[src/pkg/emb_params.svh]
// constants of the embedded memory block
// What this block does
// - the memory can be set up as dual-port ram, rom, a fifo or a content addressable memory.
// - writes pass through input registers and read data may be pipelined by output registers.
// - in dual-port use a read and a write can happen together, on two different clocks.
// - dual-port use is either read/write clock form or input/output clock form.
// - two ports that each read or write at once are served by combined storage banks.
// - in input/output clock form one clock drives every input register.
// - in input/output clock form a second clock drives only the read data output registers.
// - clock enables and clears act separately on the input side and the output side.
// - every port register clears from a local clear, a global clear or the chip reset; the storage clears only on the chip reset.
// - a single-port form shares one port where read and write never coincide.
// - four clock networks supply the input and output clocks.
`ifndef EMB_PARAMS_SVH
`define EMB_PARAMS_SVH
`define EMB_AW 5
`define EMB_DW 8
`define EMB_NET_CNT 4
`define EMB_NET_SEL_W 2
`endif

[src/pkg/emb_pkg.sv]
// types of the embedded memory block
package emb_pkg;
  typedef enum logic [1:0] {
    EMB_FUNC_RAM,
    EMB_FUNC_ROM,
    EMB_FUNC_FIFO,
    EMB_FUNC_CAM
  } emb_func_type;
  typedef enum logic [1:0] {
    EMB_CLK_SINGLE,
    EMB_CLK_RW,
    EMB_CLK_IO,
    EMB_CLK_BIDIR
  } emb_clk_mode_type;
endpackage

[src/verilog/emb_clk_sel.sv]
// picks one clock network and turns its rising edge into a tick
`timescale 1ns/1ns
`default_nettype none
`include "emb_params.svh"
module emb_clk_sel #(
  parameter int N = `EMB_NET_CNT,
  parameter int SW = `EMB_NET_SEL_W
) (
  input wire logic core_clk,
  input wire logic rstn,
  input wire logic [N-1:0] net,
  input wire logic [SW-1:0] sel,
  output logic tick
);
  typedef struct packed {
    logic [N-1:0] prev;
  } emb_sel_state_type;
  emb_sel_state_type s_q;
  emb_sel_state_type s_d;

  always_comb begin
    s_d = s_q;
    s_d.prev = net;
    tick = net[sel] & ~s_q.prev[sel];
  end

  always_ff @(posedge core_clk or negedge rstn) begin
    if (!rstn) begin
      s_q <= '0;
    end else begin
      s_q <= s_d;
    end
  end
endmodule
`default_nettype wire

[src/verilog/emb_mem_array.sv]
// flip-flop storage with two write ports, two read ports and a match search
`timescale 1ns/1ns
`default_nettype none
`include "emb_params.svh"
module emb_mem_array #(
  parameter int AW = `EMB_AW,
  parameter int DW = `EMB_DW
) (
  input wire logic core_clk,
  input wire logic rstn,
  input wire logic wa_en,
  input wire logic [AW-1:0] wa_addr,
  input wire logic [DW-1:0] wa_data,
  input wire logic wb_en,
  input wire logic [AW-1:0] wb_addr,
  input wire logic [DW-1:0] wb_data,
  input wire logic [AW-1:0] ra_addr,
  input wire logic [AW-1:0] rb_addr,
  output logic [DW-1:0] ra_data,
  output logic [DW-1:0] rb_data,
  input wire logic [DW-1:0] cam_key,
  output logic cam_hit,
  output logic [AW-1:0] cam_addr
);
  localparam int DEPTH = 1 << AW;
  typedef struct packed {
    logic [DEPTH-1:0][DW-1:0] mem;
  } emb_arr_state_type;
  emb_arr_state_type s_q;
  emb_arr_state_type s_d;
  logic [DEPTH-1:0] hit;

  genvar g;
  generate
    for (g = 0; g < DEPTH; g++) begin : g_cmp
      assign hit[g] = (s_q.mem[g] == cam_key);
    end
  endgenerate

  always_comb begin
    s_d = s_q;
    if (wb_en) begin
      s_d.mem[wb_addr] = wb_data;
    end
    if (wa_en) begin
      s_d.mem[wa_addr] = wa_data;
    end
    ra_data = s_q.mem[ra_addr];
    rb_data = s_q.mem[rb_addr];
    cam_hit = |hit;
    cam_addr = '0;
    for (int i = DEPTH - 1; i >= 0; i--) begin
      if (hit[i]) begin
        cam_addr = AW'(i);
      end
    end
  end

  always_ff @(posedge core_clk or negedge rstn) begin
    if (!rstn) begin
      s_q <= '0;
    end else begin
      s_q <= s_d;
    end
  end
endmodule
`default_nettype wire

[src/verilog/emb_memory_block.sv]
// embedded memory block: port registers, clocking forms, fifo and match logic
`timescale 1ns/1ns
`default_nettype none
`include "emb_params.svh"
module emb_memory_block #(
  parameter int AW = `EMB_AW,
  parameter int DW = `EMB_DW
) (
  input wire logic core_clk,
  input wire logic rstn,
  input wire logic [`EMB_NET_CNT-1:0] clk_net,
  input wire logic [`EMB_NET_SEL_W-1:0] in_clk_sel,
  input wire logic [`EMB_NET_SEL_W-1:0] out_clk_sel,
  input wire emb_pkg::emb_func_type cfg_func,
  input wire emb_pkg::emb_clk_mode_type cfg_clk_mode,
  input wire logic cfg_out_reg,
  input wire logic rom_load,
  input wire logic in_ce,
  input wire logic out_ce,
  input wire logic in_clr,
  input wire logic out_clr,
  input wire logic global_clr,
  input wire logic [AW-1:0] a_addr,
  input wire logic [DW-1:0] a_wdata,
  input wire logic a_we,
  input wire logic read_strobe_in_a,
  input wire logic [AW-1:0] b_addr,
  input wire logic [DW-1:0] b_wdata,
  input wire logic b_we,
  input wire logic read_strobe_in_b,
  output logic [DW-1:0] a_rd_data,
  output logic [DW-1:0] b_rd_data,
  output logic cam_match,
  output logic fifo_full,
  output logic fifo_empty
);
  localparam int DEPTH = 1 << AW;
  localparam logic [AW:0] FULL_CNT = (AW+1)'(DEPTH);

  typedef struct packed {
    logic [AW-1:0] a_addr;
    logic [DW-1:0] a_wd;
    logic a_we;
    logic a_re;
    logic a_go;
    logic a_pend;
    logic [AW-1:0] b_addr;
    logic [DW-1:0] b_wd;
    logic b_we;
    logic b_re;
    logic b_go;
    logic b_pend;
    logic [AW-1:0] wptr;
    logic [AW-1:0] rptr;
    logic [AW:0] count;
    logic [DW-1:0] a_rd;
    logic [DW-1:0] b_rd;
    logic match;
    logic full;
    logic empty;
  } emb_core_state_type;

  localparam emb_core_state_type ST_RST = '{empty: 1'b1, default: '0};

  emb_core_state_type s_q;
  emb_core_state_type s_d;

  logic tick_in;
  logic tick_out;
  logic is_single;
  logic is_io;
  logic is_bidir;
  logic is_fifo;
  logic is_cam;
  logic wr_ok;
  logic a_cap;
  logic b_cap;
  logic in_clear;
  logic out_clear;
  logic ma_we;
  logic mb_we;
  logic [AW-1:0] ma_addr;
  logic push;
  logic pop;
  logic a_tick_out;
  logic a_load;
  logic b_load;
  logic [DW-1:0] ra_data;
  logic [DW-1:0] rb_data;
  logic cam_hit;
  logic [AW-1:0] cam_addr;

  emb_clk_sel #(
    .N(`EMB_NET_CNT),
    .SW(`EMB_NET_SEL_W)
  ) u_in_clk (
    .core_clk(core_clk),
    .rstn(rstn),
    .net(clk_net),
    .sel(in_clk_sel),
    .tick(tick_in)
  );

  emb_clk_sel #(
    .N(`EMB_NET_CNT),
    .SW(`EMB_NET_SEL_W)
  ) u_out_clk (
    .core_clk(core_clk),
    .rstn(rstn),
    .net(clk_net),
    .sel(out_clk_sel),
    .tick(tick_out)
  );

  emb_mem_array #(
    .AW(AW),
    .DW(DW)
  ) u_array (
    .core_clk(core_clk),
    .rstn(rstn),
    .wa_en(ma_we),
    .wa_addr(ma_addr),
    .wa_data(s_q.a_wd),
    .wb_en(mb_we),
    .wb_addr(s_q.b_addr),
    .wb_data(s_q.b_wd),
    .ra_addr(s_q.a_addr),
    .rb_addr((is_fifo && !cfg_out_reg) ? s_q.rptr : s_q.b_addr),
    .ra_data(ra_data),
    .rb_data(rb_data),
    .cam_key(s_q.b_wd),
    .cam_hit(cam_hit),
    .cam_addr(cam_addr)
  );

  always_comb begin
    s_d = s_q;
    is_single = (cfg_clk_mode == emb_pkg::EMB_CLK_SINGLE);
    is_io = (cfg_clk_mode == emb_pkg::EMB_CLK_IO);
    is_bidir = (cfg_clk_mode == emb_pkg::EMB_CLK_BIDIR);
    is_fifo = (cfg_func == emb_pkg::EMB_FUNC_FIFO);
    is_cam = (cfg_func == emb_pkg::EMB_FUNC_CAM);
    wr_ok = (cfg_func != emb_pkg::EMB_FUNC_ROM) | rom_load;
    in_clear = in_clr | global_clr;
    out_clear = out_clr | global_clr;
    // input registers: port a on the input clock, port b per clocking form
    a_cap = tick_in & in_ce;
    b_cap = 1'b0;
    if (is_io) begin
      b_cap = tick_in & in_ce;
    end else if (!is_single) begin
      b_cap = tick_out & in_ce;
    end
    s_d.a_go = a_cap;
    s_d.b_go = b_cap;
    if (a_cap) begin
      s_d.a_addr = a_addr;
      s_d.a_wd = a_wdata;
      s_d.a_we = a_we;
      s_d.a_re = read_strobe_in_a & ~(is_single & a_we);
    end
    if (b_cap) begin
      s_d.b_addr = b_addr;
      s_d.b_wd = b_wdata;
      s_d.b_we = b_we & is_bidir;
      s_d.b_re = read_strobe_in_b;
    end
    // storage writes come only from registered strobes
    ma_addr = is_fifo ? s_q.wptr : s_q.a_addr;
    ma_we = s_q.a_go & s_q.a_we & wr_ok & ~(is_fifo & s_q.full);
    mb_we = s_q.b_go & s_q.b_we & is_bidir & wr_ok & ~is_fifo;
    push = is_fifo & ma_we;
    pop = is_fifo & s_q.b_go & s_q.b_re & ~s_q.empty;
    if (push) begin
      s_d.wptr = s_q.wptr + 1'b1;
    end
    if (pop) begin
      s_d.rptr = s_q.rptr + 1'b1;
      s_d.b_addr = s_q.rptr;
    end
    if (push & ~pop) begin
      s_d.count = s_q.count + 1'b1;
    end else if (pop & ~push) begin
      s_d.count = s_q.count - 1'b1;
    end
    s_d.full = (s_d.count == FULL_CNT);
    s_d.empty = (s_d.count == '0);
    // output side: port a uses the input clock, port b the output clock
    a_tick_out = tick_in & out_ce & (is_single | is_bidir);
    if (s_q.a_go & s_q.a_re & (is_single | is_bidir)) begin
      s_d.a_pend = 1'b1;
    end
    if (s_q.b_go & s_q.b_re & (~is_fifo | ~s_q.empty) & ~is_single) begin
      s_d.b_pend = 1'b1;
    end
    if (cfg_out_reg) begin
      a_load = s_q.a_pend & a_tick_out;
      b_load = s_q.b_pend & tick_out & out_ce;
    end else begin
      a_load = s_q.a_go & s_q.a_re & (is_single | is_bidir);
      b_load = s_q.b_go & s_q.b_re & ~is_single & (~is_fifo | ~s_q.empty);
    end
    if (a_load) begin
      s_d.a_rd = ra_data;
      s_d.a_pend = 1'b0;
    end
    if (b_load) begin
      s_d.b_pend = 1'b0;
      if (is_cam) begin
        s_d.b_rd = DW'(cam_addr);
        s_d.match = cam_hit;
      end else begin
        s_d.b_rd = rb_data;
      end
    end
    if (in_clear) begin
      s_d.a_addr = '0;
      s_d.a_wd = '0;
      s_d.a_we = 1'b0;
      s_d.a_re = 1'b0;
      s_d.a_go = 1'b0;
      s_d.b_addr = '0;
      s_d.b_wd = '0;
      s_d.b_we = 1'b0;
      s_d.b_re = 1'b0;
      s_d.b_go = 1'b0;
      s_d.wptr = '0;
      s_d.rptr = '0;
      s_d.count = '0;
      s_d.full = 1'b0;
      s_d.empty = 1'b1;
    end
    if (out_clear) begin
      s_d.a_rd = '0;
      s_d.b_rd = '0;
      s_d.match = 1'b0;
      s_d.a_pend = 1'b0;
      s_d.b_pend = 1'b0;
    end
  end

  always_ff @(posedge core_clk or negedge rstn) begin
    if (!rstn) begin
      s_q <= ST_RST;
    end else begin
      s_q <= s_d;
    end
  end

  assign a_rd_data = s_q.a_rd;
  assign b_rd_data = s_q.b_rd;
  assign cam_match = s_q.match;
  assign fifo_full = s_q.full;
  assign fifo_empty = s_q.empty;
endmodule
`default_nettype wire
[config.mk]
export PLATFORM = sky130hd
export DESIGN_NAME = emb_memory_block
export DESIGN_NICKNAME = d
export VERILOG_FILES = /design/src/pkg/emb_pkg.sv /design/src/verilog/emb_clk_sel.sv /design/src/verilog/emb_mem_array.sv /design/src/verilog/emb_memory_block.sv
export VERILOG_INCLUDE_DIRS = /design/src /design/src/pkg
export SDC_FILE = /design/constraint.sdc
export NUM_CORES = 1
export LEC_CHECK = 0
export BUFFER_PORTS_ARGS = -buffer_cell sky130_fd_sc_hd__buf_2
export CORE_MARGIN = 2
export CORE_UTILIZATION = 52
export DETAILED_ROUTE_END_ITERATION = 7
export MAX_ROUTING_LAYER = met4
export PLACE_DENSITY = 0.68
export SLEW_MARGIN = 20
export SYNTH_ARGS = -nofsm -noshare
export SYNTH_HDL_FRONTEND = slang
export SYNTH_SLANG_ARGS = --single-unit
[constraint.sdc]
create_clock -name core_clk -period 4.5 [get_ports core_clk]
set_input_delay 0.675 -clock core_clk [delete_from_list [all_inputs] [get_ports core_clk]]
set_output_delay 0.675 -clock core_clk [all_outputs]
set_load 0.02 [all_outputs]
# == Word level (Yosys, flattened, before mapping) ==
# Cells that the tools add are included.
# classes
add_sub_neg,4
multipliers,0
n_div,0
n_lt_le_gt_ge,8
n_eq_ne,38
shifts,0
n_mux,80
n_bitwise,47
reduce_logical,18
# op_table
op,count
bitwise mux 256 bit,2
two-way mux 256 bit,2
equality test 8 bit,32
two-way mux 5 bit,37
binary-select mux 8 bit (select 5 bit),2
demux 8 bit (select 5 bit),2
two-way mux 16 bit,3
two-way mux 8 bit,6
AND 1 bit,33
OR reduction 32 bit,1
two-way mux 15 bit,2
"less-than comparator 5 x 6 -> 1 bit, second input constant",4
two-way mux 17 bit,1
two-way mux 1 bit,15
nonzero test 2 bit,7
two-way mux 6 bit,2
"adder 5 x 1 -> 5 bit, second input constant",2
">= comparator 5 x 1 -> 1 bit, second input constant",2
two-way mux 9 bit,1
inverter 1 bit,9
nonzero test 3 bit,3
binary-select mux 1 bit (select 2 bit),4
"equality test 2 bit, second input constant",4
"adder 6 x 1 -> 6 bit, second input constant",1
11 further kinds,18
# word_totals
register_bits,329
latchBits,0
ram_bits,0
romBits,0
input_bits,51
out_inout_bits,19
word_cells,248
mem_count,0

# == Depth between registers and ports, before layout ==
# Gate-level depths: netlist of run 1.
# depth
depth_word,36
ltp_mapped,12
depth_no_buf,9

# == Modules after synthesis ==
# From an unflattened synthesis of run 1, not the netlist that was laid out.
# unflattened
cells_unflattened,2240
area_unflattened_um2,23178.5
# modules_own_cells
mod,n_inst,cells_each,area_per_inst_um2,seq_area_each_um2
emb_mem_array,1,1880,19474.9,6406.1
emb_memory_block,1,342,3408.3,1727.9
emb_clk_sel,2,9,147.6,100.1

# == Least setup slack after synthesis of run 1 ==
# No wires, ideal clock.
# synth_path
path_type,input port to flip-flop
from,input cfg_func[0]
to,register s_q (netlist bit b_rd_data[0])
setup_ps,129
arrival_time_ps,2730
required_ps,4371
setup_slack_ps,1642
cell_stages,10
path_buffers,2
path_cell_list,or3b_1 > buf_6 > mux2i_2 > buf_6 > mux2_2 > o22ai_1 > a221oi_1 > o21ai_0 > a211oi_1 > a2111o_1
# synth_between
elab_chain_cells,8
word_cells_on_any_way,14
classes_between,eq/ne (2); mux (7); bitwise (3); reduce/logical (2)
# synth_lines
item,line,source
from (decl),emb_memory_block.sv:14,"input wire emb_pkg::emb_func_type cfg_func,"
equality test 2 bit,emb_memory_block.sv:141,is_fifo = (cfg_func == emb_pkg::EMB_FUNC_FIFO);
logical AND 1 bit,emb_memory_block.sv:128,".rb_addr((is_fifo && !cfg_out_reg) ? s_q.rptr : s_q.b_addr),"
two-way mux 5 bit,emb_memory_block.sv:128,
binary-select mux 8 bit (select 5 bit),emb_mem_array.sv:49,rb_data = s_q.mem[rb_addr];
two-way mux 8 bit (implied by the code),emb_mem_array.sv:49,
two-way mux 8 bit,emb_memory_block.sv:209,if (is_cam) begin
two-way mux 9 bit,emb_memory_block.sv:207,if (b_load) begin
two-way mux 17 bit,emb_memory_block.sv:233,if (out_clear) begin
to (signal assigned),emb_memory_block.sv:244,s_q <= ST_RST;
to (signal assigned),emb_memory_block.sv:246,s_q <= s_d;
to (decl),emb_memory_block.sv:65,emb_core_state_type s_q;
# Several ways; a longest one is shown, not always the timed one. The select of a mux whose other input is x is not followed.
# A chain may end at the register's enable or synchronous reset.

# == Worst setup path in the final report of run 1 ==
# layout_path
from,input cfg_func[0]
to,register s_q (netlist bit b_rd_data[6])
# Same word-level chain as after synthesis.

==> results.json, run 1 <==
{
  "p_leak_uw": 0.01275,
  "path_class": "input port to flip-flop",
  "cp.required_ns": 5.02,
  "clkPwrFrac": 0.493,
  "areaGrowthSynthToFinish_pct": 9.630,
  "initial_core_util": 0.5271,
  "p_seq_frac": 0.446,
  "ir_drop_uv": 302.3,
  "io_pins": 70,
  "cts_buffers": 39,
  "nNetsFinal": 2588,
  "p_sw_frac": 0.2493,
  "die_area_mm2": 0.04664,
  "synth_top_cell_by_area": "dfrtp_1",
  "ctsResizeCount": 0,
  "netlist_area_mm2": 0.02336,
  "hold_class": "input port to async pin",
  "avgSynthCellArea_um2": 9.143,
  "cts_tree": "done",
  "dp_slack_ns": 0.6551,
  "crit_fanout": 28,
  "vias": 20830,
  "cpPeakStageDelay_ns": 0.98,
  "post_dp_cell_area_mm2": 0.02429,
  "die_h_um": 216.0,
  "timing.final.ws_setup_ns": 1.169,
  "synth_seq_cells": 329,
  "final-max-slew-violation-count": 0,
  "clockBufferDepth": 3,
  "dp_hpwl_um": 64970,
  "rsz0062_at_grt": "no",
  "crit_slowest_cell": "mux2i_4",
  "fmax_ghz": 0.3002,
  "track_usage": 0.4024,
  "ant_nets": 0,
  "grt_overflow": 0,
  "fin_area_mm2": 0.02561,
  "grt_pass1_vias": 19960,
  "internal-power_uw": 5035,
  "clkTransAtPathRegs_ns": 0.06,
  "synth_commonest_cells": "nand2_1, dfrtp_1, mux2i_1",
  "p_per_area_mw_per_mm2": 261.9,
  "r2r_cells": 10,
  "yosys_most_used_dff": "dfrtp_1",
  "worst_pin_slew_ns": 1.111,
  "postCtsSetupRepairBufs": 0,
  "critPathLaunchType": "input port",
  "clockRootBuffer": "clkbuf_16",
  "cpMostUsedCell": "a21oi_1",
  "min_period_ns": 3.331,
  "synth_cells": 2555,
  "synth_top_area_frac": 0.3513,
  "maxCapViolations": 0,
  "dr.pass1.iters": 6,
  "drtIter0Drc": 2893,
  "antenna_found_initial": 1,
  "synth-edff-count": 0,
  "gp_congestion": 1.048,
  "postCtsHoldBufs": 0,
  "num_rows": 77,
  "ys_seq_area_frac": 0.3525,
  "drive_above_1_share": 0.1400,
  "wl_per_cell_um": 28.84,
  "synthTopCellsByArea": "dfrtp_1, mux2i_1, mux4_2",
  "finalHoldViolCount": 0,
  "clock_skew_ns": 0.01820,
  "via_per_inst": 6.610,
  "port_buffers": 69,
  "tns_ns": 0,
  "grt_max_degree": 95,
  "holdWs_ns": 0.1726,
  "crit_arrival_ns": 3.85,
  "combPwrFrac": 0.060,
  "synth.most_common_cell": "nand2_1",
  "path_cells": "buf_2 -> or3b_1 -> mux2i_4 -> buf_4 -> a21o_1 -> a21oi_1 -> a21oi_1 -> a32oi_1 -> a21oi_1 -> a221o_1",
  "clock-sinks": 329,
  "yosysWarningCount": 0,
  "worstSetupEndpointType": "flip-flop",
  "setup_viol": 0,
  "core_mm2": 0.04432,
  "ff2ff_setup_slack_ns": 1.17,
  "yosys.cell_types.count": 72,
  "drc": 0,
  "drt-total-wl_um": 90870,
  "p_sw_uw": 1672,
  "crit_end": "b_rd_data[6]",
  "async_flop_share": 1.000,
  "status": "completed",
  "finalCritPeriodShare": 0.7402,
  "r2r-start": "s_q[46]",
  "cp-startpoint": "cfg_func[0]",
  "grt_pass1_wl_um": 135400,
  "syn-num-nets": 2613,
  "htree_levels": 2,
  "worst_skew_pair.late_latency_ns": 0.58,
  "floorplan.die.width_um": 216.0,
  "reg2reg_to": "b_rd_data[3]",
  "slew-limit-headroom": 0.2435
}
[sequential cells by signal, summed over array words and instances, names as in the netlist]
name           cells
a_rd_data          8
b_rd_data          8
cam_match          1
fifo_empty         1
fifo_full          1
s_q               50
u_array.s_q      256
u_out_clk.s_q      4
[logic make-up after synthesis]
logic type | synth area share
simple gates | 0.1504
compound gates | 0.1248
mux | 0.2220
flops | 0.3525
xor+xnor | 0.1005
buf+inv | 0.04611
fa+ha+maj | 0.003749
[power groups by stage]
stage	clock network, µW	registers [µW]	logic, µW
2_1_floorplan	0	3020	220
3_3_place_gp	0	3050	391
3_5_place_dp	0	3050	398
4_1_cts	3330	2990	399
5_1_grt	3450	2990	436
6_report	3310	2990	406
[worst min path at each step]
stage                  from           end  slack [ns]  cells past startpoint
2_1_floorplan          rstn  a_rd_data[0]        0.38                      0
3_3_place_gp   a_rd_data[6]  a_rd_data[6]        0.46                      2
3_5_place_dp   a_rd_data[6]  a_rd_data[6]        0.47                      2
4_1_cts                rstn       s_q[39]        0.19                      1
5_1_grt                rstn       s_q[39]        0.21                      1
6_report               rstn       s_q[39]        0.17                      1
[critical path, delay by kind of cell]
kind / cells / cell delay [ns]
buffers and inverters: 2 / 0.50
multiplexers: 1 / 0.98
AO/OA/AOI/OAI: 6 / 0.98
AND/OR/NAND/NOR: 1 / 0.68
[per-layer routing]
metal | vias to the layer above | global-route usage | share of wire
met5 | - | - | 0
met4 | 0 | 0.1550 | 0.044
met3 | 265 | 0.08668 | 0.12
met2 | 1329 | 0.5796 | 0.43
met1 | 10270 | 0.5557 | 0.41
li1 | 8962 | - | -
[placed cells by master (no fill, tap or decap), drive strengths merged, types with 17 or more instances in the layout]
cell type / n
nand2: 372
dfrtp: 328
inv: 18
mux4: 85
nor2: 222
xor2: 175
clkbuf: 57
a21o: 17
nand4: 38
o21ai: 153
mux2i: 314
nand3: 25
xnor2: 93
nor4: 45
buf: 155
a21oi: 251
nor3: 26
[through the flow]
stage | utilization | power [µW] | cells
after floorplan | - | 3241 | 2555
after global placement | 0.5475 | 3437 | 3080
after detailed placement | 0.5482 | 3443 | 3081
after CTS | 0.5778 | 6725 | 3150
after global routing | 0.5779 | 6882 | 3151
final | 0.5779 | 6707 | 3151
[layout make-up]
| cell class | instances | area (µm²) |
|---|---|---|
| fill | 3923 | 18710 |
| multi-input combinational | 1988 | 14070 |
| sequential | 329 | 8249 |
| clock buffer | 57 | 1186 |
| timing repair buffer | 155 | 1171 |
| tap | 592 | 740.7 |
| clock inverter | 12 | 125.1 |
| inverter | 17 | 63.81 |
| antenna | 1 | 2.502 |
No activity file was read; power rests on OpenSTA's default activity.
==> inputs of run 2 (changes only) <==
--- a/config.mk
+++ b/config.mk
@@ -6,12 +6,13 @@
 export SDC_FILE = /design/constraint.sdc
 export NUM_CORES = 1
 export LEC_CHECK = 0
+export ABC_AREA = 1
 export BUFFER_PORTS_ARGS = -buffer_cell sky130_fd_sc_hd__buf_2
 export CORE_MARGIN = 2
 export CORE_UTILIZATION = 52
 export DETAILED_ROUTE_END_ITERATION = 7
 export MAX_ROUTING_LAYER = met4
-export PLACE_DENSITY = 0.68
+export PLACE_DENSITY = 0.71
 export SLEW_MARGIN = 20
 export SYNTH_ARGS = -nofsm -noshare
 export SYNTH_HDL_FRONTEND = slang
==> constraint.sdc (replaced) <==
create_clock -name core_clk -period 2.8 [get_ports core_clk]
set_input_delay 0.42 -clock core_clk [delete_from_list [all_inputs] [get_ports core_clk]]
set_output_delay 0.42 -clock core_clk [all_outputs]
set_load 0.02 [all_outputs]
==> results.json, run 2 <==
{
  "synth_adder_area_share": 0.003685,
  "via_per_inst": 6.537,
  "finalHoldViolCount": 0,
  "failed_checks": "design-rule violations, negative setup slack",
  "clock_skew_ns": 0.02878,
  "most-common-layout-cells": "nand2_1, o21ai_0, a21oi_1, buf_4, inv_1",
  "synth-edff-count": 0,
  "status": "finished, violations left",
  "synth-compound-area-share": 0.2901,
  "ff2ff_setup_slack_ns": -0.16,
  "slew-limit-headroom": 0.4725,
  "yosysWarningCount": 0,
  "synth_commonest_cells": "nand2_1, o21ai_0, a21oi_1",
  "dr.pass1.iters": 8,
  "synth.most_common_cell": "nand2_1",
  "initial_core_util": 0.5248,
  "wl_per_cell_um": 26.52,
  "dp.cells": 4303,
  "grt_overflow": 0,
  "drc": 17,
  "io_pins": 70,
  "yosys.area_share.simple": 0.1990,
  "async_flop_share": 1.000,
  "dp_slack_ns": -0.2860,
  "avgSynthCellArea_um2": 6.811,
  "reg.largest.list": "u_array.s_q (256), s_q (50)",
  "dp_hpwl_um": 81840,
  "fin_cells": 4390,
  "largest_register_ffs": 256,
  "cp.required_ns": 3.29,
  "grt_pass1_vias": 26900,
  "die_h_um": 217.8,
  "setup_viol": 5,
  "ys_seq_area_frac": 0.3465,
  "path_class": "flip-flop to flip-flop",
  "drtIter0Drc": 4358,
  "yosys.area_share.xor_xnor": 0.04828,
  "clock-sinks": 329,
  "num_rows": 78,
  "yosys.cell_types.count": 48,
  "synth_top_area_frac": 0.3454,
  "cts_tree": "done",
  "floorplan.die.width_um": 217.8,
  "rsz0062_at_grt": "yes",
  "ir_drop_uv": 508.9,
  "p_per_area_mw_per_mm2": 423.1,
  "synth_cells": 3489,
  "grt_pass1_wl_um": 170000,
  "antenna_found_initial": 4,
  "die_area_mm2": 0.04743,
  "min_to": "s_q[64]",
  "netlist_area_mm2": 0.02377,
  "cts_buffers": 40,
  "port_buffers": 69,
  "final-max-slew-violation-count": 0,
  "synth_top_cell_by_area": "dfrtp_1",
  "track_usage": 0.4984,
  "maxCapViolations": 0,
  "areaGrowthSynthToFinish_pct": 21.96,
  "clockBufferDepth": 3,
  "core_mm2": 0.04528,
  "worst_skew_pair.late_latency_ns": 0.60,
  "hp-start": "a_addr[0]",
  "drt-total-wl_um": 116400,
  "nNetsFinal": 3813,
  "holdWs_ns": 0.03363,
  "grt_max_degree": 78,
  "r2r-start": "s_q[41]",
  "clockRootBuffer": "clkbuf_16",
  "clkTransAtPathRegs_ns": 0.06,
  "worst_pin_slew_ns": 0.7912,
  "hold_depth": 3,
  "htree_levels": 2,
  "drive_above_1_share": 0.1619,
  "r2r_cells": 23,
  "crit_fanout": 28,
  "gp_congestion": 1.088,
  "synth_seq_cells": 329,
  "ant_nets": 0,
  "yosys_most_used_dff": "dfrtp_1",
  "finalCritPeriodShare": 1.057,
  "synthTopCellsByArea": "dfrtp_1, o21ai_0, nand2_1",
  "vias": 28700,
  "hold_class": "input port to flip-flop",
  "p_leak_uw": 0.01370,
  "syn-num-nets": 3547,
  "reg2reg_to": "b_rd_data[0]",
  "timing.final.ws_setup_ns": -0.1606,
  "synth_top_family_by_area": "compound AO/OA/AOI/OAI gates",
  "worstSetupEndpointType": "flip-flop",
  "final_common_cell": "nand2_1",
  "min_period_ns": 2.961,
  "synth_mux_area_frac": 0.006739,
  "fmax_ghz": 0.3378,
  "critPathLaunchType": "flip-flop",
  "regMostFlops": "u_array.s_q",
  "crit_arrival_ns": 3.45
}
run 2: cell types whose count changed in the layout (fill, tap and decap cells not counted), sizes merged, moves of 135 or more:
cell   before  now
a21oi     251  386
buf       155  484
inv        18  335
mux2i     314   16
nand2     372  665
o21ai     153  581
run 2: metrics by stage:
step | power [µW] | instance area [µm²] | TNS, ns | utilization
after floorplan | 5587 | 23770 | 0 | -
after global placement | 6320 | 27230 | -2.079 | 0.6014
after detailed placement | 6329 | 27230 | -2.118 | 0.6014
after CTS | 12170 | 28850 | -0.1629 | 0.6371
after global routing | 12490 | 28980 | -1.331 | 0.6401
final | 12260 | 28980 | -0.4298 | 0.6401
run 2: cell families after synthesis:
logic type,count (synthesis)
adder cells (fa/ha/maj),7
AND/OR/NAND/NOR,1149
flip-flops,329
AO/OA/AOI/OAI,1246
XOR/XNOR,131
buffers and inverters,611
multiplexers,16
run 2: layout make-up:
cell class                 count  area [µm²]
inverter                     346        1305
sequential                   329        8252
antenna                        3       7.507
clock buffer                  56        1182
clock inverter                18       277.8
fill                        4075       16300
tap                          600       750.7
multi-input combinational   2549       13160
timing repair buffer         489        4054
run 2: critical path, cell delays in order, from the launching register on:
cell     delay, ns
dfrtp_2       0.51
buf_4         0.50
xor2_1        0.12
or4_1         0.53
nor3_1        0.22
inv_1         0.07
nand2_1       0.07
nand2_1       0.05
nand2_1       0.05
nand2_1       0.05
nand2_1       0.06
nand2_1       0.05
nand2_1       0.05
nand2_1       0.04
nand2_1       0.05
nand2_1       0.05
nand2_1       0.05
nand2_1       0.04
nand2_1       0.06
nand2_1       0.05
nand2_1       0.06
nand2_1       0.05
nand2_1       0.05
nand2_1       0.04
run 2: worst max path at each step:
stage / from / endpoint / slack, ns
after floorplan: s_q[40] / b_rd_data[0] / 0.35
after global placement: s_q[41] / b_rd_data[0] / -0.37
after detailed placement: cfg_func[0] / b_rd_data[4] / -0.29
after CTS: s_q[42] / b_rd_data[0] / -0.14
after global routing: s_q[40] / b_rd_data[0] / -0.40
final: s_q[41] / b_rd_data[0] / -0.16
run 2: metal layers:
metal,GRT usage,up-vias,routed length [µm],part of all wire
li1,-,12380,-,-
met1,0.6289,13370,42850,0.37
met2,0.7087,2403,48570,0.42
met3,0.1444,550,16700,0.14
met4,0.2946,0,8309,0.071
met5,-,-,0,0
run 2: timing repair:
action,CTS,global route
endpoints found under the hold margin,68,0
buffers inserted,2,3
hold buffers,5,0
pin swaps,3,4
setup endpoints to repair,6,7
resized for setup,22,23
run 2: power by group:
part | internal [µW] | total (µW) | switching (µW)
Clock | 3600 | 5930 | 2330
Sequential | 4790 | 4840 | 49.9
Combinational | 479 | 1490 | 1010
Total | 8870 | 12300 | 3390
